**config.mk**
```make
export PLATFORM = sky130hd
export DESIGN_NAME = bdc_regs
export DESIGN_NICKNAME = d
export VERILOG_FILES = /design/src/rtl/bdc_pkg.sv /design/src/rtl/bdc_idle_timer.sv /design/src/rtl/bdc_regs.sv
export SDC_FILE = /design/constraint.sdc
export NUM_CORES = 1
export LEC_CHECK = 0
export ABC_AREA = 1
export BUFFER_PORTS_ARGS = -buffer_cell sky130_fd_sc_hd__clkbuf_2
export CAP_MARGIN = 20
export CELL_PAD_IN_SITES_DETAIL_PLACEMENT = 1
export CELL_PAD_IN_SITES_GLOBAL_PLACEMENT = 1
export CORE_AREA = 3 3 118 120
export DETAILED_ROUTE_END_ITERATION = 7
export DIE_AREA = 0 0 121 123
export PLACE_DENSITY_LB_ADDON = 0.08
export SLEW_MARGIN = 30
export SYNTH_ARGS = -nofsm -noshare
export SYNTH_HDL_FRONTEND = slang
export SYNTH_SLANG_ARGS = --single-unit
```
**constraint.sdc**
```tcl
create_clock -name i_clk -period 3.2 [get_ports i_clk]
set_clock_uncertainty 0.15 [all_clocks]
set_input_delay 0.32 -clock i_clk [delete_from_list [all_inputs] [get_ports i_clk]]
set_output_delay 0.32 -clock i_clk [all_outputs]
set_load 0.02 [all_outputs]
```
**src/rtl/bdc_pkg.sv**
```systemverilog
package bdc_pkg;

   localparam logic [7:0] BDC_OFS_ZERO = 8'hc0;
   localparam logic [7:0] BDC_OFS_ONE  = 8'hc4;

   localparam logic [31:0] BDC_RST_ZERO = 32'h0000_0000;
   localparam logic [31:0] BDC_RST_ONE  = 32'h0012_0108;

   // bits that software may change; everything else reads as zero
   localparam logic [31:0] BDC_RW_ZERO = 32'h0000_003e;
   localparam logic [31:0] BDC_RW_ONE  = 32'h001f_ffff;

   localparam logic [1:0] BDC_THR_PLUS4  = 2'h0;
   localparam logic [1:0] BDC_THR_PLUS8  = 2'h1;
   localparam logic [1:0] BDC_THR_PLUS12 = 2'h2;
   localparam logic [1:0] BDC_THR_TWO4   = 2'h3;
   localparam logic [9:0] BDC_DW_4       = 10'h004;
   localparam logic [9:0] BDC_DW_8       = 10'h008;
   localparam logic [9:0] BDC_DW_12      = 10'h00c;
   localparam logic [7:0] BDC_CL_DEFAULT = 8'h08;

   localparam logic [2:0] BDC_LAT_RESET = 3'h4;

   localparam int BDC_CLK_NS        = 100;
   localparam int BDC_DEEP_TICK_NS  = 512;
   localparam int BDC_SHAL_TICK_PS  = 16000;
   localparam int BDC_DEEP_TICK_CYC =
      (BDC_DEEP_TICK_NS + BDC_CLK_NS - 1) / BDC_CLK_NS;
   localparam int BDC_SHAL_RAW =
      (BDC_SHAL_TICK_PS + BDC_CLK_NS * 1000 - 1) / (BDC_CLK_NS * 1000);
   localparam int BDC_SHAL_TICK_CYC = (BDC_SHAL_RAW < 1) ? 1 : BDC_SHAL_RAW;

   typedef struct packed {
      logic        rd;
      logic        wr;
      logic [7:0]  addr;
      logic [3:0]  be;
      logic [31:0] wdata;
   } bdc_cfg_req_s;

   typedef struct packed {
      logic [25:0] upper;
      logic [1:0]  buf_threshold;
      logic        threshold_mode_en;
      logic        cfg_mem_regs_en;
      logic        rsvd_rw;
      logic        rsvd_ro;
   } bdc_zero_s;

   typedef struct packed {
      logic [10:0] rsvd_ro;
      logic [2:0]  exit_latency_separate_refclk;
      logic [2:0]  exit_latency_shared_refclk;
      logic [3:0]  rsvd_rw_hi;
      logic        secondary_reset_block;
      logic [3:0]  deep_idle_entry_timer;
      logic [3:0]  shallow_idle_entry_timer;
      logic [1:0]  rsvd_rw_lo;
   } bdc_one_s;

endpackage

```
**src/rtl/bdc_idle_timer.sv**
```systemverilog
module bdc_idle_timer
   import bdc_pkg::*;
#(
   parameter int TICK_CYC = 1
) (
   input  wire logic       i_clk,
   input  wire logic       i_rst_n,
   input  wire logic       i_idle,
   input  wire logic [3:0] i_limit,
   output logic            o_expired
);
   localparam logic [7:0] TICK_LAST = 8'(TICK_CYC - 1);

   logic [7:0] pre_q;
   logic [3:0] ticks_q;

   // prescaler turns clock cycles into timer ticks while idle
   always_ff @(posedge i_clk) begin
      if (!i_rst_n || !i_idle || pre_q == TICK_LAST) begin
         pre_q <= 8'h00;
      end else begin
         pre_q <= pre_q + 8'h01;
      end
   end

   always_ff @(posedge i_clk) begin
      if (!i_rst_n || !i_idle) begin
         ticks_q <= 4'h0;
      end else if (pre_q == TICK_LAST && ticks_q != i_limit) begin
         ticks_q <= ticks_q + 4'h1;
      end
   end

   always_ff @(posedge i_clk) begin
      if (!i_rst_n) begin
         o_expired <= 1'b0;
      end else begin
         o_expired <= i_idle && (ticks_q == i_limit);
      end
   end
endmodule

```
**src/rtl/bdc_regs.sv**
```systemverilog
// Overview of operation
// - threshold field picks one or two cache lines plus DW
// - invalid cache line size counts as 8 DW
// - with threshold mode on, accept upstream only with threshold space free
// - threshold mode enable resets cleared
// - bit 2 opens config access to mapped regs
// - first register bit 0 reads zero
// - second register bits 31:21 read zero
// - shared refclk flag set mirrors separate latency
// - flag clear mirrors shared refclk latency
// - block bit suppresses secondary bus reset
// - deep idle timer 512 ns ticks, reset 0100b; code ticks every 6 clocks (600 ns)
// - shallow idle timer 62.5 MHz ticks, reset 0010b; code ticks every 100 ns clock
// - fields reset only by fundamental reset
module bdc_regs
   import bdc_pkg::*;
(
   input  wire logic         i_clk,
   input  wire logic         i_rst_n,
   input  wire logic         i_fundamental_reset_event,
   input  wire bdc_cfg_req_s i_cfg,
   output logic              o_cfg_ack,
   output logic [31:0]       o_cfg_rdata,
   input  wire logic         i_common_refclk_config_flag,
   output logic [2:0]        o_link_caps_exit_latency,
   input  wire logic         i_secondary_bus_reset_request,
   output logic              o_secondary_bus_reset,
   input  wire logic [7:0]   i_cache_line_size,
   input  wire logic [11:0]  i_buf_free_dw,
   input  wire logic         i_upstream_req,
   output logic              o_upstream_accept,
   output logic              o_cfg_mem_regs_enable,
   input  wire logic         i_link_idle,
   output logic              o_deep_idle_entry,
   output logic              o_shallow_idle_entry
);
   bdc_zero_s   zero_q;
   bdc_one_s    one_q;
   logic        full_rst;
   logic [31:0] be_mask;
   logic [7:0]  cl_eff;
   logic        cl_valid;
   logic [9:0]  thr_dw;

   assign full_rst = !i_rst_n && i_fundamental_reset_event;
   assign be_mask  = {{8{i_cfg.be[3]}}, {8{i_cfg.be[2]}}, {8{i_cfg.be[1]}}, {8{i_cfg.be[0]}}};

   always_ff @(posedge i_clk) begin
      if (full_rst) begin
         zero_q <= bdc_zero_s'(BDC_RST_ZERO);
      end else if (i_rst_n && i_cfg.wr && i_cfg.addr == BDC_OFS_ZERO) begin
         zero_q <= bdc_zero_s'((zero_q & ~(be_mask & BDC_RW_ZERO))
                               | (i_cfg.wdata & be_mask & BDC_RW_ZERO));
      end
   end

   always_ff @(posedge i_clk) begin
      if (full_rst) begin
         one_q <= bdc_one_s'(BDC_RST_ONE);
      end else if (i_rst_n && i_cfg.wr && i_cfg.addr == BDC_OFS_ONE) begin
         one_q <= bdc_one_s'((one_q & ~(be_mask & BDC_RW_ONE))
                             | (i_cfg.wdata & be_mask & BDC_RW_ONE));
      end
   end

   // read data and acknowledge one cycle after the request
   always_ff @(posedge i_clk) begin
      if (!i_rst_n) begin
         o_cfg_ack   <= 1'b0;
         o_cfg_rdata <= 32'h0000_0000;
      end else begin
         o_cfg_ack <= i_cfg.rd || i_cfg.wr;
         if (i_cfg.rd && i_cfg.addr == BDC_OFS_ZERO) begin
            o_cfg_rdata <= 32'(zero_q);
         end else if (i_cfg.rd && i_cfg.addr == BDC_OFS_ONE) begin
            o_cfg_rdata <= 32'(one_q);
         end else begin
            o_cfg_rdata <= 32'h0000_0000;
         end
      end
   end

   always_ff @(posedge i_clk) begin
      if (!i_rst_n) begin
         o_link_caps_exit_latency <= BDC_LAT_RESET;
      end else if (i_common_refclk_config_flag) begin
         o_link_caps_exit_latency <= one_q.exit_latency_separate_refclk;
      end else begin
         o_link_caps_exit_latency <= one_q.exit_latency_shared_refclk;
      end
   end

   always_ff @(posedge i_clk) begin
      if (!i_rst_n) begin
         o_secondary_bus_reset <= 1'b0;
      end else begin
         o_secondary_bus_reset <= i_secondary_bus_reset_request
                                  && !one_q.secondary_reset_block;
      end
   end

   always_ff @(posedge i_clk) begin
      if (!i_rst_n) begin
         o_cfg_mem_regs_enable <= 1'b0;
      end else begin
         o_cfg_mem_regs_enable <= zero_q.cfg_mem_regs_en;
      end
   end

   assign cl_valid = (i_cache_line_size != 8'h00)
                     && ((i_cache_line_size & (i_cache_line_size - 8'h01)) == 8'h00);
   assign cl_eff   = cl_valid ? i_cache_line_size : BDC_CL_DEFAULT;

   always_comb begin
      case (zero_q.buf_threshold)
         BDC_THR_PLUS4:  thr_dw = {2'h0, cl_eff} + BDC_DW_4;
         BDC_THR_PLUS8:  thr_dw = {2'h0, cl_eff} + BDC_DW_8;
         BDC_THR_PLUS12: thr_dw = {2'h0, cl_eff} + BDC_DW_12;
         default:        thr_dw = {1'b0, cl_eff, 1'b0} + BDC_DW_4;
      endcase
   end

   assign o_upstream_accept = i_upstream_req
                              && (!zero_q.threshold_mode_en || i_buf_free_dw >= {2'h0, thr_dw});

   bdc_idle_timer #(
      .TICK_CYC (BDC_DEEP_TICK_CYC)
   ) u_deep (
      .i_clk     (i_clk),
      .i_rst_n   (i_rst_n),
      .i_idle    (i_link_idle),
      .i_limit   (one_q.deep_idle_entry_timer),
      .o_expired (o_deep_idle_entry)
   );

   bdc_idle_timer #(
      .TICK_CYC (BDC_SHAL_TICK_CYC)
   ) u_shallow (
      .i_clk     (i_clk),
      .i_rst_n   (i_rst_n),
      .i_idle    (i_link_idle),
      .i_limit   (one_q.shallow_idle_entry_timer),
      .o_expired (o_shallow_idle_entry)
   );

   chk_ro_zero: assert property (@(posedge i_clk) disable iff (!i_rst_n)
      o_cfg_ack |-> (o_cfg_rdata[31:21] == 11'h000 && o_cfg_rdata[0] == 1'b0))
      else $error("read-only bits returned nonzero");

   chk_lat_separate: assert property (@(posedge i_clk) disable iff (!i_rst_n)
      i_common_refclk_config_flag ##1 i_rst_n
      |-> o_link_caps_exit_latency == $past(one_q.exit_latency_separate_refclk))
      else $error("separate refclk latency not mirrored");

   chk_lat_shared: assert property (@(posedge i_clk) disable iff (!i_rst_n)
      !i_common_refclk_config_flag ##1 i_rst_n
      |-> o_link_caps_exit_latency == $past(one_q.exit_latency_shared_refclk))
      else $error("shared refclk latency not mirrored");

   chk_secondary_bus_reset_request_block: assert property (@(posedge i_clk) disable iff (!i_rst_n)
      (i_secondary_bus_reset_request && one_q.secondary_reset_block) |=> !o_secondary_bus_reset)
      else $error("masked secondary reset leaked");

   chk_accept_gate: assert property (@(posedge i_clk) disable iff (!i_rst_n)
      (zero_q.threshold_mode_en && i_buf_free_dw < {2'h0, thr_dw}) |-> !o_upstream_accept)
      else $error("accepted without threshold space");

   chk_thr_two: assert property (@(posedge i_clk) disable iff (!i_rst_n)
      zero_q.buf_threshold == BDC_THR_TWO4
      |-> thr_dw == {2'h0, cl_eff} + {2'h0, cl_eff} + BDC_DW_4)
      else $error("two line threshold wrong");

   chk_cl_default: assert property (@(posedge i_clk) disable iff (!i_rst_n)
      i_cache_line_size == 8'h00 |-> thr_dw >= BDC_DW_8 + BDC_DW_4)
      else $error("invalid line size not replaced");

   chk_fundamental_reset_event_vals: assert property (@(posedge i_clk)
      full_rst |=> (32'(one_q) == BDC_RST_ONE && !zero_q.threshold_mode_en))
      else $error("fundamental reset values wrong");

   chk_warm_keep: assert property (@(posedge i_clk)
      (!i_rst_n && !i_fundamental_reset_event) |=> ($stable(one_q) && $stable(zero_q)))
      else $error("warm reset disturbed fields");

   chk_cfg_gate: assert property (@(posedge i_clk) disable iff (!i_rst_n)
      i_rst_n |=> o_cfg_mem_regs_enable == $past(zero_q.cfg_mem_regs_en))
      else $error("config access gate not following bit 2");

   chk_secondary_bus_reset_request_pass: assert property (@(posedge i_clk) disable iff (!i_rst_n)
      (i_secondary_bus_reset_request && !one_q.secondary_reset_block) |=> o_secondary_bus_reset)
      else $error("unmasked secondary reset dropped");

   chk_mode_off: assert property (@(posedge i_clk) disable iff (!i_rst_n)
      !zero_q.threshold_mode_en |-> o_upstream_accept == i_upstream_req)
      else $error("upstream gated with threshold mode off");

   chk_idle_drop: assert property (@(posedge i_clk) disable iff (!i_rst_n)
      !i_link_idle |=> (!o_deep_idle_entry && !o_shallow_idle_entry))
      else $error("idle entry held after link busy");
endmodule

```
==> impl_metrics.csv <==
group,metric,value,unit
outcome,status,"finished with violations",
outcome,violations,"setup timing",
power,p_leak,0.00229,uW
timing,worst_slack,-74.9,ps
critical_path,critPathMaxFanout,3,
clocking,cts_tree,"built",
clocking,h-tree-depth,3,
placed_design,io_buffers,90,
final_layout,multiInputGateArea,0.00196,mm2
die,start_util,0.286,
critical_path,rr_startpoint,"u_deep.pre_q[0]",
final_layout,stdcell_area,0.00509,mm2
final_layout,nFillCells,1626,
critical_path,cp_num_buf_inv,6,
critical_path,ff2ff_path_depth,7,
critical_path,path_cells,"clkbuf_8 > nand2_2 > nand2_1 > nor2_1 > nand2_1 > nor2_4 > nand2_2 > nor2_4 > inv_2 > fa_2 > inv_2 > nand4_1 > nand3_1 > nand2_1 > nor2_2 > ha_4 > nand4_1 > inv_1 > nand3_1 > nand3_1 > o21ai_1 > inv_1 > clkbuf_8",
die,ios,114,
global_routing,grt-ovfl-total,0,
detailed_routing,initialDrtViolationCount,64,
placed_design,pre_cts_ws,-288,ps
timing,maxSlewHeadroom,0.427,
critical_path,r2r_end,"u_deep.ticks_q[3]",
global_routing,grt_pass1_vias,3451,
clocking,clockBufferDepth,2,
synth,syn_avg_cell_area,7.72,um2
critical_path,path_depth,23,
clocking,clock-root-buffer,"clkbuf_16",
final_layout,diodes,0,
timing,tightest_slew,857,ps
global_routing,grtUsageTotal,0.139,
critical_path,crit_type,"primary input to output pin",
final_layout,drive_gt1_frac,0.305,
synth,netlist_top_cells_area,"dfxtp_1 42%, inv_1 7.6%, nand2_1 6.5%",
die,die_y,123,um
timing,tns,-74.9,ps
synth,synth_largest_area_cell,"dfxtp_1",
detailed_routing,ant_nets,0,
clocking,clkSinkCount,79,
critical_path,startpoint,"i_cache_line_size[3]",
critical_path,max_stage_delay,410,ps
timing,max_freq,0.305,GHz
timing,slew_violations,0,
detailed_routing,vias,3436,
clocking,clock_latency,330,ps
placed_design,gp_congestion,0.733,
critical_path,end_kind,"output pin",
worst_hold_path,min_path_type,"primary input to register",
critical_path,cp_top_family,"simple AND/OR/NAND/NOR gates",
timing,fin_crit_sh,1.02,
synth,yosysUniqueCellTypes,36,
critical_path,r2r_slack,1420,ps
clocking,cts.clk_slew.worst_paths,60,ps
final_layout,final_common_cell,"clkbuf_2",
critical_path,critPathLaunchType,"primary input",
final_layout,seq_area,0.00158,mm2
detailed_routing,wl_per_cell,12.9,um
die,fp-row-count,42,
power,p_per_area,419,mW/mm2
final_layout,final_nets,698,
synth,ys_ff_latch,79,
timing,rsz0062_at_grt,"true",
flow_run,cap_violations,0,
die,die_x,121,um
timing,period_needed,3270,ps
synth,yosysWarnings,0,
clocking,tritoncts.num_buffers,9,
critical_path,required,2730,ps
critical_path,arrival,2800,ps
synth,ys_seq_area_frac,0.423,
global_routing,grt_pass1_wl,16200,um
detailed_routing,drc_errors,0,
placed_design,hpwl,7590,um
timing,hold_violations,0,
detailed_routing,wirelength,10100,um
global_routing,grt_max_degree,27,
final_layout,final_cells,785,
die,core,0.0131,mm2
clocking,cts_hold_buf,0,
final_layout,postLayoutCoreUtil,0.389,
critical_path,cpMaxStageDelayCell,"fa_2",
power,vdd_drop_max,0.000214,V
global_routing,antenna_found_initial,0,
final_layout,syn2layout_area_growth,36.2,%
detailed_routing,vias_per_cell,4.38,
die,dieArea,0.0149,mm2
placed_design,dp_cells,760,
placed_design,placed_cell_area,0.00445,mm2
synth,syn_inst,484,
final_layout,final_cell_mix,"82 x clkbuf_2, 79 x dfxtp_1, 68 x inv_1",
timing,finalSetupViolations,1,
synth,yosysTopAreaCellShare,0.423,
critical_path,endpoint,"o_upstream_accept",
detailed_routing,first_pass_iters,4,
synth,netlist_area,0.00374,mm2
[how the worst min path moves through the flow]
stage | startpoint | to | slack, ps | cells past startpoint
2_1_floorplan | register | o_secondary_bus_reset | 240 | 1
3_3_place_gp | register | o_secondary_bus_reset | 260 | 1
3_5_place_dp | register | o_secondary_bus_reset | 260 | 1
4_1_cts | i_cfg[44] | o_cfg_ack | 30 | 3
5_1_grt | i_secondary_bus_reset_request | o_secondary_bus_reset | 40 | 3
6_report | i_cfg[44] | o_cfg_ack | 40 | 3
[repair_timing]
| action | 4_1_cts | 5_1_grt |
|---|---|---|
| gates resized for setup | 34 | 45 |
| endpoints found under the setup margin | 1 | 1 |
| pin swaps | 27 | 35 |
| buffers inserted | 4 | 6 |
[report_power, final]
part           leakage (uW)  internal (uW)  switching (uW)  total [uW]
clock              0.000138            562             383         945
sequential         0.000638            991            5.43         997
combinational       0.00152           86.9             103         190
[cell type report]
type | instances | share of cell area
clock inverters | 3 | 0.00369
flip-flops and latches | 79 | 0.311
clock buffers | 12 | 0.0504
multi-input cells | 319 | 0.386
well taps | 176 | 0.0433
inverters | 77 | 0.0568
repair buffers | 119 | 0.149
[synth_stat cells]
library cell	n
o22ai_1	3
buf_4	12
nand4_1	11
and3_1	3
nand4_2	1
or2_2	1
nor4_1	2
nand2_1	65
nor2_2	4
xnor2_1	10
o21ai_2	1
nor3_1	6
or2_1	1
o21ai_0	32
o21ai_1	3
o211ai_1	3
nand2_2	2
a21oi_1	43
o211ai_2	1
conb_1	2
clkbuf_1	4
nor2_4	1
inv_2	1
o21bai_1	1
nor3b_1	5
nand3_1	23
nor2_1	56
dfxtp_1	79
nand3_2	2
nor4_2	1
xor2_1	4
buf_6	3
ha_1	19
inv_1	76
fa_1	1
nand3_4	2
[layer usage]
metal  vias up  routed length, um  global-route usage
li1       1785                  -                   -
met1      1575               4490               0.164
met2        63               4890               0.234
met3        13                534              0.0471
met4         0                187              0.0510
met5         -                  0                   0
[logic make-up after synthesis]
logic type,after synthesis,share of synthesized area
AOI/OAI and AO/OA,87,0.123
adders and majority gates,20,0.0690
buffers and inverters,96,0.115
and+or+nand+nor,186,0.235
xor gates and xnor gates,14,0.0328
DFF,79,0.423
other,2,0.00201
[worst min-delay path, stage by stage]
cell and delay (ps):
clkbuf_2 80, nand2_1 50, nand2_1 50
[metrics by stage]
stage / hold slack (ps) / total power, uW
after floorplan: 239 / 1100
after global placement: 262 / 1170
after detailed placement: 260 / 1170
after CTS: 28.3 / 2160
after global routing: 43.7 / 2240
final: 41.1 / 2130
Power figures use the tool's default switching activity.
